$ cat src/rtl/eimso_pkg.sv
// Package with operation codes, sizes and constants of the extended operation unit.
package eimso_pkg;
	localparam int ADDR_W = 20;
	localparam int DATA_W = 16;
	localparam int NREG   = 16;

	// Operation select codes.
	localparam logic [2:0] OP_INC   = 3'h0;
	localparam logic [2:0] OP_INCD  = 3'h1;
	localparam logic [2:0] OP_INV   = 3'h2;
	localparam logic [2:0] OP_MOVE  = 3'h3;
	localparam logic [2:0] OP_MULTI_REGISTER_PUSH = 3'h4;
	localparam logic [2:0] OP_POPM  = 3'h5;

	// Operand size codes.
	localparam logic [1:0] SZ_BYTE = 2'h0;
	localparam logic [1:0] SZ_WORD = 2'h1;
	localparam logic [1:0] SZ_ADDR = 2'h2;

	// Register numbers with dedicated use.
	localparam logic [3:0] REG_SP = 4'h1;
	localparam logic [3:0] REG_SR = 4'h2;

	// Status register flag positions.
	localparam int FLAG_C = 0;
	localparam int FLAG_Z = 1;
	localparam int FLAG_N = 2;
	localparam int FLAG_V = 8;

	// Constants of the arithmetic.
	localparam logic [19:0] ONE20      = 20'h00001;
	localparam logic [19:0] TWO20      = 20'h00002;
	localparam logic [19:0] ALL1_20    = 20'hFFFFF;
	localparam logic [19:0] BYTE_MASK  = 20'h000FF;
	localparam logic [19:0] WORD_MASK  = 20'h0FFFF;
	localparam logic [19:0] SP_STEP_W  = 20'h00002;
	localparam logic [19:0] SP_STEP_A  = 20'h00004;
	localparam logic [4:0]  CNT_MIN    = 5'h01;
	localparam logic [4:0]  CNT_MAX    = 5'h10;
	localparam int          MSB_B      = 7;
	localparam int          MSB_W      = 15;
	localparam int          MSB_A      = 19;

	typedef enum logic [5:0] {
		EIMSO_IDLE  = 6'h01,
		EIMSO_PUSH  = 6'h02,
		EIMSO_POP   = 6'h04,
		EIMSO_POPHI = 6'h08,
		EIMSO_MOVR  = 6'h10,
		EIMSO_DONE  = 6'h20
	} eimso_state_t;
endpackage

$ cat src/rtl/eimso_unit.sv
// Execution unit for extended increment, invert, move and multi-register stack operations.
//
// Summary of operation
// - Single increment adds one, all sizes.
// - Word increment: carry only from 0FFFFh.
// - Word increment: overflow only from 07FFFh.
// - Double increment adds two, all sizes.
// - Word double increment carry from 0FFFEh/0FFFFh.
// - Word double increment zero only from 0FFFEh.
// - Word double increment overflow from 07FFEh/07FFFh.
// - Invert complements destination within operand size.
// - Invert carry equals not zero.
// - Invert overflow set if original negative.
// - Byte invert zero only from 0FFh.
// - Move copies source to destination, 20-bit space.
// - Address pop: two words, stack plus four.
// - Pop keeps flags unless status register restored.
// - Address push: full value, stack minus four.
// - Push upper bits first at higher address.
// - Push from named register, descending numbers.
// - Word push: stack minus two per register.
// - Push leaves source registers and flags unchanged.
// - Push needs no extension word.
`timescale 1ns/1ps
module eimso_unit
	import eimso_pkg::*;
(
	// Clock and reset.
	input  wire logic              clk,
	input  wire logic              rst,
	// Operation request from the decoder.
	input  wire logic              op_start,
	input  wire logic [2:0]        op_code,
	input  wire logic [1:0]        op_size,
	input  wire logic [3:0]        op_reg,
	input  wire logic [4:0]        op_count,
	input  wire logic [ADDR_W-1:0] op_dst_addr,
	input  wire logic [ADDR_W-1:0] op_src_addr,
	// Direct register access for loading and inspection.
	input  wire logic              reg_wr,
	input  wire logic [3:0]        reg_wr_sel,
	input  wire logic [ADDR_W-1:0] reg_wr_data,
	input  wire logic [3:0]        reg_rd_sel,
	output logic      [ADDR_W-1:0] reg_rd_data,
	// Operation status.
	output logic                   op_busy,
	output logic                   op_done,
	output logic                   op_reject,
	// Memory bus.
	output logic      [ADDR_W-1:0] mem_addr,
	output logic      [DATA_W-1:0] mem_wdata,
	output logic                   mem_wr,
	output logic                   mem_rd,
	output logic                   mem_byte,
	input  wire logic [DATA_W-1:0] mem_rdata
);

	logic [ADDR_W-1:0] regs_ff [NREG];
	eimso_state_t      state_ff;
	logic [1:0]        size_ff;
	logic [2:0]        code_ff;
	logic [3:0]        cur_ff;
	logic [4:0]        left_ff;
	logic              half_ff;
	logic [ADDR_W-1:0] dst_ff;
	logic [DATA_W-1:0] lo_ff;
	logic [ADDR_W-1:0] reg_rd_data_ff;
	logic              busy_ff;
	logic              done_ff;
	logic              reject_ff;
	logic [ADDR_W-1:0] maddr_ff;
	logic [DATA_W-1:0] mwdata_ff;
	logic              mwr_ff;
	logic              mrd_ff;
	logic              mbyte_ff;
	logic              rd_pend_ff;

	// Arithmetic on a memory operand only (read then write back).
	logic [ADDR_W-1:0] mask;
	logic [ADDR_W-1:0] opnd;
	logic [ADDR_W-1:0] nxt_res;
	logic [ADDR_W-1:0] sp;
	logic              sign_in;
	logic              sign_out;
	logic              cout;
	logic [ADDR_W:0]   sum;
	logic [ADDR_W-1:0] nxt_flags;
	logic              cnt_ok;

	assign sp     = regs_ff[REG_SP];
	assign cnt_ok = (op_count >= CNT_MIN) && (op_count <= CNT_MAX);

	always_comb begin
		mask = (size_ff == SZ_BYTE) ? BYTE_MASK : (size_ff == SZ_WORD) ? WORD_MASK : ALL1_20;
		opnd = {4'h0, mem_rdata} & mask;
		sum  = {1'b0, opnd} + {1'b0, (code_ff == OP_INCD) ? TWO20 : ONE20};
		if (code_ff == OP_INV) begin
			nxt_res = (opnd ^ mask) & mask;
		end else begin
			nxt_res = sum[ADDR_W-1:0] & mask;
		end
		case (size_ff)
			SZ_BYTE: begin
				sign_in  = opnd[MSB_B];
				sign_out = nxt_res[MSB_B];
				cout     = sum[MSB_B+1];
			end
			SZ_WORD: begin
				sign_in  = opnd[MSB_W];
				sign_out = nxt_res[MSB_W];
				cout     = sum[MSB_W+1];
			end
			default: begin
				sign_in  = opnd[MSB_A];
				sign_out = nxt_res[MSB_A];
				cout     = sum[ADDR_W];
			end
		endcase
		nxt_flags         = regs_ff[REG_SR];
		nxt_flags[FLAG_N] = sign_out;
		nxt_flags[FLAG_Z] = (nxt_res == '0);
		if (code_ff == OP_INV) begin
			nxt_flags[FLAG_C] = (nxt_res != '0);
			nxt_flags[FLAG_V] = sign_in;
		end else begin
			nxt_flags[FLAG_C] = cout;
			nxt_flags[FLAG_V] = ~sign_in & sign_out;
		end
	end

	// Sequencer. A memory read is issued one cycle and its data is used the cycle after.
	always_ff @(posedge clk) begin
		if (rst) begin
			state_ff   <= EIMSO_IDLE;
			size_ff    <= SZ_WORD;
			code_ff    <= OP_INC;
			cur_ff     <= 4'h0;
			left_ff    <= 5'h00;
			half_ff    <= 1'b0;
			dst_ff     <= '0;
			lo_ff      <= '0;
			busy_ff    <= 1'b0;
			done_ff    <= 1'b0;
			reject_ff  <= 1'b0;
			maddr_ff   <= '0;
			mwdata_ff  <= '0;
			mwr_ff     <= 1'b0;
			mrd_ff     <= 1'b0;
			mbyte_ff   <= 1'b0;
			rd_pend_ff <= 1'b0;
			for (int i = 0; i < NREG; i++) begin
				regs_ff[i] <= '0;
			end
		end else begin
			done_ff   <= 1'b0;
			reject_ff <= 1'b0;
			mwr_ff    <= 1'b0;
			mrd_ff    <= 1'b0;
			if (reg_wr && state_ff == EIMSO_IDLE) begin
				regs_ff[reg_wr_sel] <= reg_wr_data;
			end
			case (state_ff)
				EIMSO_IDLE: begin
					if (op_start) begin
						size_ff <= op_size;
						code_ff <= op_code;
						dst_ff  <= op_dst_addr;
						half_ff <= 1'b0;
						if ((op_code == OP_MULTI_REGISTER_PUSH || op_code == OP_POPM) && !cnt_ok) begin
							reject_ff <= 1'b1;
						end else begin
							busy_ff <= 1'b1;
							case (op_code)
								OP_MULTI_REGISTER_PUSH: begin
									// Count and size come straight from the request.
									cur_ff   <= op_reg;
									left_ff  <= op_count;
									state_ff <= EIMSO_PUSH;
								end
								OP_POPM: begin
									cur_ff   <= 4'(op_reg - 4'(op_count - 5'h01));
									left_ff  <= op_count;
									state_ff <= EIMSO_POP;
								end
								OP_MOVE: begin
									maddr_ff   <= op_src_addr;
									mrd_ff     <= 1'b1;
									mbyte_ff   <= (op_size == SZ_BYTE);
									rd_pend_ff <= 1'b1;
									state_ff   <= EIMSO_MOVR;
								end
								OP_INC, OP_INCD, OP_INV: begin
									maddr_ff   <= op_dst_addr;
									mrd_ff     <= 1'b1;
									mbyte_ff   <= (op_size == SZ_BYTE);
									rd_pend_ff <= 1'b1;
									state_ff   <= EIMSO_MOVR;
								end
								default: begin
									busy_ff   <= 1'b0;
									reject_ff <= 1'b1;
								end
							endcase
						end
					end
				end
				EIMSO_PUSH: begin
					// Pushed registers are only read here; only the stack pointer is written.
					mwr_ff   <= 1'b1;
					mbyte_ff <= 1'b0;
					if (size_ff == SZ_ADDR && !half_ff) begin
						maddr_ff  <= ADDR_W'(sp - SP_STEP_W);
						mwdata_ff <= {12'h000, regs_ff[cur_ff][ADDR_W-1:DATA_W]};
						half_ff   <= 1'b1;
					end else begin
						if (size_ff == SZ_ADDR) begin
							maddr_ff             <= ADDR_W'(sp - SP_STEP_A);
							regs_ff[REG_SP]      <= ADDR_W'(sp - SP_STEP_A);
						end else begin
							maddr_ff             <= ADDR_W'(sp - SP_STEP_W);
							regs_ff[REG_SP]      <= ADDR_W'(sp - SP_STEP_W);
						end
						mwdata_ff <= regs_ff[cur_ff][DATA_W-1:0];
						half_ff   <= 1'b0;
						cur_ff    <= 4'(cur_ff - 4'h1);
						left_ff   <= 5'(left_ff - 5'h01);
						if (left_ff == CNT_MIN) begin
							state_ff <= EIMSO_DONE;
						end
					end
				end
				EIMSO_POP: begin
					if (!rd_pend_ff) begin
						maddr_ff   <= half_ff ? ADDR_W'(sp + SP_STEP_W) : sp;
						mrd_ff     <= 1'b1;
						mbyte_ff   <= 1'b0;
						rd_pend_ff <= 1'b1;
					end else if (mrd_ff) begin
						// The read strobe is still out; its data arrives one cycle later.
						rd_pend_ff <= 1'b1;
					end else begin
						rd_pend_ff <= 1'b0;
						if (size_ff == SZ_ADDR && !half_ff) begin
							lo_ff   <= mem_rdata;
							half_ff <= 1'b1;
						end else begin
							// Flags change only when the status register itself is restored.
							if (size_ff == SZ_ADDR) begin
								regs_ff[cur_ff]      <= {mem_rdata[3:0], lo_ff};
								regs_ff[REG_SP]      <= ADDR_W'(sp + SP_STEP_A);
							end else begin
								regs_ff[cur_ff]      <= {4'h0, mem_rdata};
								regs_ff[REG_SP]      <= ADDR_W'(sp + SP_STEP_W);
							end
							half_ff <= 1'b0;
							cur_ff  <= 4'(cur_ff + 4'h1);
							left_ff <= 5'(left_ff - 5'h01);
							if (left_ff == CNT_MIN) begin
								state_ff <= EIMSO_DONE;
							end
						end
					end
				end
				EIMSO_MOVR: begin
					// Second cycle: data from the read is valid; write the result.
					if (rd_pend_ff) begin
						rd_pend_ff <= 1'b0;
					end else begin
						mwr_ff   <= 1'b1;
						maddr_ff <= dst_ff;
						if (code_ff == OP_MOVE) begin
							mwdata_ff <= mem_rdata & mask[DATA_W-1:0];
						end else begin
							mwdata_ff        <= nxt_res[DATA_W-1:0];
							regs_ff[REG_SR]  <= nxt_flags;
						end
						state_ff <= EIMSO_DONE;
					end
				end
				EIMSO_DONE: begin
					busy_ff  <= 1'b0;
					done_ff  <= 1'b1;
					state_ff <= EIMSO_IDLE;
				end
				default: begin
					state_ff <= EIMSO_IDLE;
					busy_ff  <= 1'b0;
				end
			endcase
		end
	end

	always_ff @(posedge clk) begin
		if (rst) begin
			reg_rd_data_ff <= '0;
		end else begin
			reg_rd_data_ff <= regs_ff[reg_rd_sel];
		end
	end

	assign reg_rd_data = reg_rd_data_ff;
	assign op_busy     = busy_ff;
	assign op_done     = done_ff;
	assign op_reject   = reject_ff;
	assign mem_addr    = maddr_ff;
	assign mem_wdata   = mwdata_ff;
	assign mem_wr      = mwr_ff;
	assign mem_rd      = mrd_ff;
	assign mem_byte    = mbyte_ff;

endmodule

$ cat config.mk
export PLATFORM = sky130hd
export DESIGN_NAME = eimso_unit
export DESIGN_NICKNAME = d
export VERILOG_FILES = /design/src/rtl/eimso_pkg.sv /design/src/rtl/eimso_unit.sv
export SDC_FILE = /design/constraint.sdc
export NUM_CORES = 1
export LEC_CHECK = 0
export ABC_AREA = 1
export BUFFER_PORTS_ARGS = -buffer_cell sky130_fd_sc_hd__buf_2
export CORE_MARGIN = 2
export CORE_UTILIZATION = 45
export CTS_CLUSTER_DIAMETER = 40
export CTS_CLUSTER_SIZE = 10
export DETAILED_ROUTE_END_ITERATION = 7
export PLACE_DENSITY = 0.65
export SLEW_MARGIN = 20
export SYNTH_ARGS = -nofsm -noshare
export SYNTH_HDL_FRONTEND = slang
export SYNTH_SLANG_ARGS = --single-unit
$ cat constraint.sdc
create_clock -name clk -period 3.57 [get_ports clk]
set_input_delay 0.5355 -clock clk [delete_from_list [all_inputs] [get_ports clk]]
set_output_delay 0.5355 -clock clk [all_outputs]
set_load 0.02 [all_outputs]
==> metrics.md, run 1 <==
| Metric | Value |
|---|---|
| FILL cells | 5456 |
| Leakage power | 0.0125 uW |
| Multi-input logic area | 0.0121 mm^2 |
| CTS tree | built |
| Most common cell in the netlist | nor2_1 |
| Rows | 88 |
| Total Power | 19700 uW |
| Hold-fix buffers, CTS | 0 |
| Min-delay src | op_dst_addr[7] |
| Tcrit/Tclk final | 0.914 |
| Die X | 245 um |
| Routed vias/inst | 6.01 |
| Worst vdd ir | 0.475 mV |
| Final setup vio count | 0 |
| TritonCTS buffer count | 81 |
| Routed WL | 99200 um |
| Leading area contributor after synthesis | edfxtp_1 |
| Largest net degree at the start of global routing | 145 |
| Worst reg2reg path startpoint | code_ff[0] |
| DR WL/cell | 22.9 um |
| Max_cap viols | 0 |
| Final instance area | 0.0308 mm^2 |
| GPL Wtd Cong | 0.954 |
| Post-synth top cells | nor2_1, o21ai_0, nand2_1 |
| Final hold vios | 0 |
| Final min period | 3260 ps |
| Placed inst area | 0.0279 mm^2 |
| Synth top area cells | edfxtp_1, o21ai_0, dfxtp_1 |
| Clock transition at path regs | 50 ps |
| Yosys reg bits | 443 |
| Worst-Skew Late Latency | 640 ps |
| Unrepaired setup endpoints after global routing | false |
| Drt first pass iters | 7 |
| DRC Markers | 0 |
| Synth async-reset ratio | 0 |
| N_diodes | 0 |
| Netlist Area Pre-Place | 0.0262 mm^2 |
| CP Launch Type | register |
| Initial Util | 0.454 |
| Clk sink count | 443 |
| First-pass GRT wire length | 149000 um |
| Ports | 164 |
| Postcts setup bufs | 0 |
| FF-to-FF End | regs_ff[13][1] |
| Worst Setup End Kind | register |
| Post-DP HPWL | 67400 um |
| Layout area overhead | 17.6% |
| Yosys warnings | 0 |
| Crit-path max FO | 15 |
| Worst-case clock skew | 27.4 ps |
| Crit path largest cell delay | 440 ps |
| Final Max Tran Viols | 0 |
| Area share of the largest cell type after synthesis | 0.367 |
| Fin util | 0.534 |
| CP Cell Sequence | inv_1 > nor3_1 > buf_4 > inv_1 > ha_1 > fa_1 > nand3_1 > nor2_1 > nand2_1 > nand2_1 > nand2_1 > nand2_1 > inv_1 > nand2_1 > nand2_1 > nor2_1 > nand3_1 > nand2_1 > nand2_1 > buf_4 > nor2_1 |
| WHS Path Cells | 3 |
| Most used cell, CP | nand2_1 |
| GRT Residual Overflow | 0 |
| Synth cell types | 56 |
| Number of enable flip-flop cells after synthesis | 320 |
| Worst-margin pin slew | 1070 ps |
| Status | complete, no violations |
| Port bufs | 163 |
| Drt first-iter violations | 3487 |
| Slowest-stage cell, CP | fa_1 |
| Layout cell share with drive strength beyond 1 | 0.133 |
| Worst r2r path cells | 21 |
| Clk buf depth | 3 |
| FF-to-FF setup slack | 310 ps |
| Vias in the first global route | 24200 |
| Required time of the critical path | 3920 ps |
| Worst min path class | in -> reg |
| Hold path endpoint | dst_ff[7] |
| Seq/Total Area, Yosys | 0.461 |
| Synth Flop Type | edfxtp_1 |
| Setup TNS | 0 ps |
| CTS Root Cell | clkbuf_16 |
| Post-CTS Resized | 0 |
| Final #Nets | 3629 |
| Core area | 0.0576 mm^2 |
| Worst slew margin | 0.285 |
| Max Fclk | 306 MHz |
| Die footprint | 0.0601 mm^2 |
| Vias | 26100 |
| Syn Area/Cell | 7.69 um^2 |
| Synth Net Count | 3521 |
| Kind of critical path | reg -> reg |
| H-tree Lvls | 3 |
| Cells after Synth | 3401 |
| Post-route ant nets | 0 |
| Register Area | 0.0121 mm^2 |
| Die span in y | 245 um |
| Hold_ws | 167 ps |
| PwrDens | 639 mW/mm^2 |
| Initial antenna violation count | 4 |
| Critical path arrival | 3620 ps |
| Total GRT Usage | 0.326 |
[flip-flops by register name, summed over array words and instances, names as in the netlist, 5 cells and up, named ones only]
signal,flops
dst_ff,20
left_ff,5
reg_rd_data,20
lo_ff,16
mem_addr,20
mem_wdata,16
state_ff,5
regs_ff,320
[per-stage QoR]
stage	worst slack [ps]	cells
after floorplan	668	3401
final	306	4342
after CTS	410	4342
after detailed placement	456	4191
after global routing	120	4342
after global placement	466	4191
[cells by family (layout without fill, tap and decap cells)]
logic type               after synthesis  after routing  share of synthesized area
adder cells (fa/ha/maj)               18             18                    0.00947
AO/OA/AOI/OAI                       1109           1109                      0.232
XOR/XNOR                              64             64                     0.0214
AND/OR/NAND/NOR                     1240           1240                      0.197
flip-flops                           443            443                      0.461
multiplexers                           4              4                    0.00172
buffers and inverters                523            699                     0.0768
[how the worst max path moves through the flow]
stage,startpoint,end,cells after the start
3_3_place_gp,code_ff[0],regs_ff[5][1],21
6_report,code_ff[0],regs_ff[13][1],21
4_1_cts,code_ff[0],regs_ff[13][1],21
3_5_place_dp,rst,regs_ff[1][6],9
5_1_grt,code_ff[0],regs_ff[12][1],20
2_1_floorplan,code_ff[0],regs_ff[0][0],16
[routing by layer]
metal  track usage  vias up  share of wire
li1              -    12000              -
met1         0.453    12300           0.41
met2         0.493     1554           0.44
met3        0.0669      273           0.11
met4         0.140        2          0.043
met5             0        -        0.00013
[layout by cell type, fill, tap and decap left out, drive strengths merged, types with 25 or more instances in the layout]
master	instances
buf	285
o21ai	539
nor3	28
edfxtp	320
o22ai	25
o211ai	110
xor2	57
nor2	565
a21oi	370
clkinv	25
dfxtp	123
nand3	193
inv	270
nand2	427
clkbuf	101
[final cells by class]
| class | instances | share of cell area |
|---|---|---|
| multi-input combinational | 2435 | 0.393 |
| sequential | 443 | 0.393 |
| clock buffer | 101 | 0.0713 |
| timing repair buffer | 285 | 0.0594 |
| inverter | 263 | 0.0321 |
| tap | 765 | 0.0311 |
| clock inverter | 50 | 0.0209 |
[where the power goes]
part / switching [uW] / total (uW) / internal [uW]
Combinational: 3740 / 5280 / 1540
Clock: 2820 / 8030 / 5210
Sequential: 320 / 6360 / 6040
[worst max-delay path: cells and delay by family, from the launching register on]
family	cells	cell delay [ps]
AND/OR/NAND/NOR	14	1350
flip-flops	1	320
adder cells (fa/ha/maj)	2	630
buffers and inverters	5	660
Power figures use the tool's default switching activity.
==> run 2: changes to the inputs <==
==> constraint.sdc (replaced) <==
create_clock -name clk -period 3.7 [get_ports clk]
set_input_delay 0.555 -clock clk [delete_from_list [all_inputs] [get_ports clk]]
set_output_delay 0.555 -clock clk [all_outputs]
set_load 0.02 [all_outputs]
==> metrics.md, run 2 (synthesized netlist as in run 1, its figures left out) <==
| Metric | Value |
|---|---|
| Worst r2r path cells | 20 (was 21) |
| Tcrit/Tclk final | 0.893 (was 0.914) |
| Post-CTS Resized | 0 (unchanged) |
| Slowest-stage cell, CP | nor3_1 (was fa_1) |
| Post-route ant nets | 0 (unchanged) |
| Crit-path max FO | 15 (unchanged) |
| Kind of critical path | reg -> reg (unchanged) |
| N_diodes | 0 (unchanged) |
| Worst min path class | in -> reg (unchanged) |
| Ports | 164 (unchanged) |
| Leakage power | 0.0125 uW (about the same) |
| Clk buf depth | 3 (unchanged) |
| DRC Markers | 0 (unchanged) |
| Min-delay src | op_dst_addr[1] (was op_dst_addr[7]) |
| Worst slew margin | 0.309 (was 0.285) |
| DR WL/cell | 22.7 um (was 22.9 um) |
| Total GRT Usage | 0.322 (was 0.326) |
| Crit path max-delay family | simple AND/OR/NAND/NOR gates (unchanged) |
| CTS tree | built (unchanged) |
| Drt first-iter violations | 3517 (was 3487) |
| Vias in the first global route | 24100 (was 24200) |
| Routed vias/inst | 6.02 (was 6.01) |
| Critical path arrival | 3670 ps (was 3620 ps) |
| Worst-case clock skew | 29.6 ps (was 27.4 ps) |
| Final setup vio count | 0 (unchanged) |
| Most used cell, CP | nand2_1 (unchanged) |
| Worst-Skew Late Latency | 640 ps (about the same) |
| Fin util | 0.534 (about the same) |
| Unrepaired setup endpoints after global routing | false (unchanged) |
| First-pass GRT wire length | 148000 um (was 149000 um) |
| Worst vdd ir | 0.404 mV (was 0.475 mV) |
| Initial antenna violation count | 0 (was 4) |
| CP Launch Type | register (unchanged) |
| Worst Path Buf+Inv | 4 (was 5) |
| Most common cell after layout, fill and taps aside | nor2_1 (unchanged) |
| GPL Wtd Cong | 0.969 (was 0.954) |
| Routed WL | 98200 um (was 99200 um) |
| Final #Nets | 3622 (was 3629) |
| PwrDens | 620 mW/mm^2 (was 639 mW/mm^2) |
| Required time of the critical path | 4060 ps (was 3920 ps) |
| Post-DP HPWL | 66700 um (was 67400 um) |
| Max_cap viols | 0 (unchanged) |
| Die footprint | 0.0601 mm^2 (unchanged) |
| Core area | 0.0576 mm^2 (unchanged) |
| Rows | 88 (unchanged) |
| Initial Util | 0.454 (unchanged) |
| GRT Residual Overflow | 0 (unchanged) |
| CTS Root Cell | clkbuf_16 (unchanged) |
| WHS Path Cells | 3 (unchanged) |
| Largest net degree at the start of global routing | 138 (was 145) |
| Clock transition at path regs | 50 ps (about the same) |
| Layout area overhead | 17.6% (about the same) |
| Final min period | 3300 ps (was 3260 ps) |
| Postcts setup bufs | 0 (unchanged) |
| H-tree Lvls | 3 (unchanged) |
| Max FFs per register | 320 (unchanged) |
| Uppermost layer routed | met4 (was met5) |
| Status | complete, no violations (unchanged) |
| Final hold vios | 0 (unchanged) |
| Worst reg2reg path startpoint | code_ff[0] (unchanged) |
| Drt first pass iters | 6 (was 7) |
| Setup TNS | 0 ps (unchanged) |
| FF-to-FF End | regs_ff[5][1] (was regs_ff[13][1]) |
| Hold path endpoint | dst_ff[1] (was dst_ff[7]) |
| Die span in y | 245 um (unchanged) |
| FF-to-FF setup slack | 400 ps (was 310 ps) |
| Final Max Tran Viols | 0 (unchanged) |
| Most frequent cells in the layout | nor2_1, o21ai_0, nand2_1 (unchanged) |
| Layout cell share with drive strength beyond 1 | 0.132 (was 0.133) |
| Vias | 26100 (about the same) |
| Die X | 245 um (unchanged) |
| TritonCTS buffer count | 80 (was 81) |
| Crit path largest cell delay | 440 ps (about the same) |
| Met3 wire length | 10600 um (was 10900 um) |
| Met2 WL post-DR | 43100 um (was 43500 um) |
| Worst Setup End Kind | register (unchanged) |
| Worst-margin pin slew | 1040 ps (was 1070 ps) |
| Clk sink count | 443 (unchanged) |
| Hold-fix buffers, CTS | 0 (unchanged) |
| Port bufs | 163 (unchanged) |
| M1 WL | 40400 um (was 40600 um) |
| Max Fclk | 303 MHz (was 306 MHz) |
| Largest Register | regs_ff (unchanged) |
| CP Cell Sequence | inv_1 > nor3_1 > inv_1 > ha_1 > fa_1 > nand3_1 > nor2_1 > nand2_1 > nand2_1 > nand2_1 > nand2_1 > inv_1 > nand2_1 > nand2_1 > nor2_1 > nand3_1 > nand2_1 > nand2_1 > buf_4 > nor2_1 (was inv_1 > nor3_1 > buf_4 > inv_1 > ha_1 > fa_1 > nand3_1 > nor2_1 > nand2_1 > nand2_1 > nand2_1 > nand2_1 > inv_1 > nand2_1 > nand2_1 > nor2_1 > nand3_1 > nand2_1 > nand2_1 > buf_4 > nor2_1) |
==> run 2: changes by cell type in the layout (fill, tap and decap cells not counted), sizes merged <==
cell and change:
buf -6, inv -7, clkbuf -5, bufinv +1, clkinvlp +2, clkinv +7
==> run 2: worst max-delay path by stage <==
stage	from	to	slack, ps	cells after the start
detailed placement	code_ff[0]	regs_ff[14][1]	480	20
CTS	code_ff[0]	regs_ff[0][1]	470	20
finish	code_ff[0]	regs_ff[5][1]	400	20
global route	code_ff[0]	regs_ff[0][1]	190	20
global placement	code_ff[0]	regs_ff[10][1]	470	20
floorplan	code_ff[0]	regs_ff[0][0]	800	16
==> run 2: power breakdown <==
group	internal, uW	switching (uW)
clock network	5100	2760
logic	1490	3600
registers	5820	314
total	12400	6680
==> run 2: metal layers <==
layer,vias to the layer above,GRT usage
li1,11900,-
met1,12300,0.448
met2,1585,0.487
met3,246,0.0651
met4,0,0.139
met5,-,0
==> run 2: worst register-to-register path, delay by kind of cell (launching register included) <==
kind	cells	cell delay (ps)
AND/OR/NAND/NOR	14	1600
flip-flops	1	320
adder cells (fa/ha/maj)	2	650
buffers and inverters	4	480
==> run 2: stage by stage <==
| step | setup slack (ps) | cells | hold WS (ps) | cell area [um^2] | total power [uW] |
|---|---|---|---|---|---|
| 2_1_floorplan | 798 | 3401 | 424 | 26200 | 9350 |
| 5_1_grt | 193 | 4334 | 172 | 30800 | 19800 |
| 3_5_place_dp | 476 | 4185 | 442 | 27900 | 11200 |
| 3_3_place_gp | 467 | 4185 | 434 | 27900 | 11200 |
| 6_report | 396 | 4334 | 186 | 30800 | 19100 |
| 4_1_cts | 465 | 4334 | 159 | 30800 | 19000 |
==> run 2: area by class of cell <==
type	count	area, um^2
clock buffers	96	2180
clock inverters	53	717
fillers	5384	26800
inverters	263	988
multi-input cells	2435	12100
flip-flops and latches	443	12100
well taps	765	957
repair buffers	279	1770
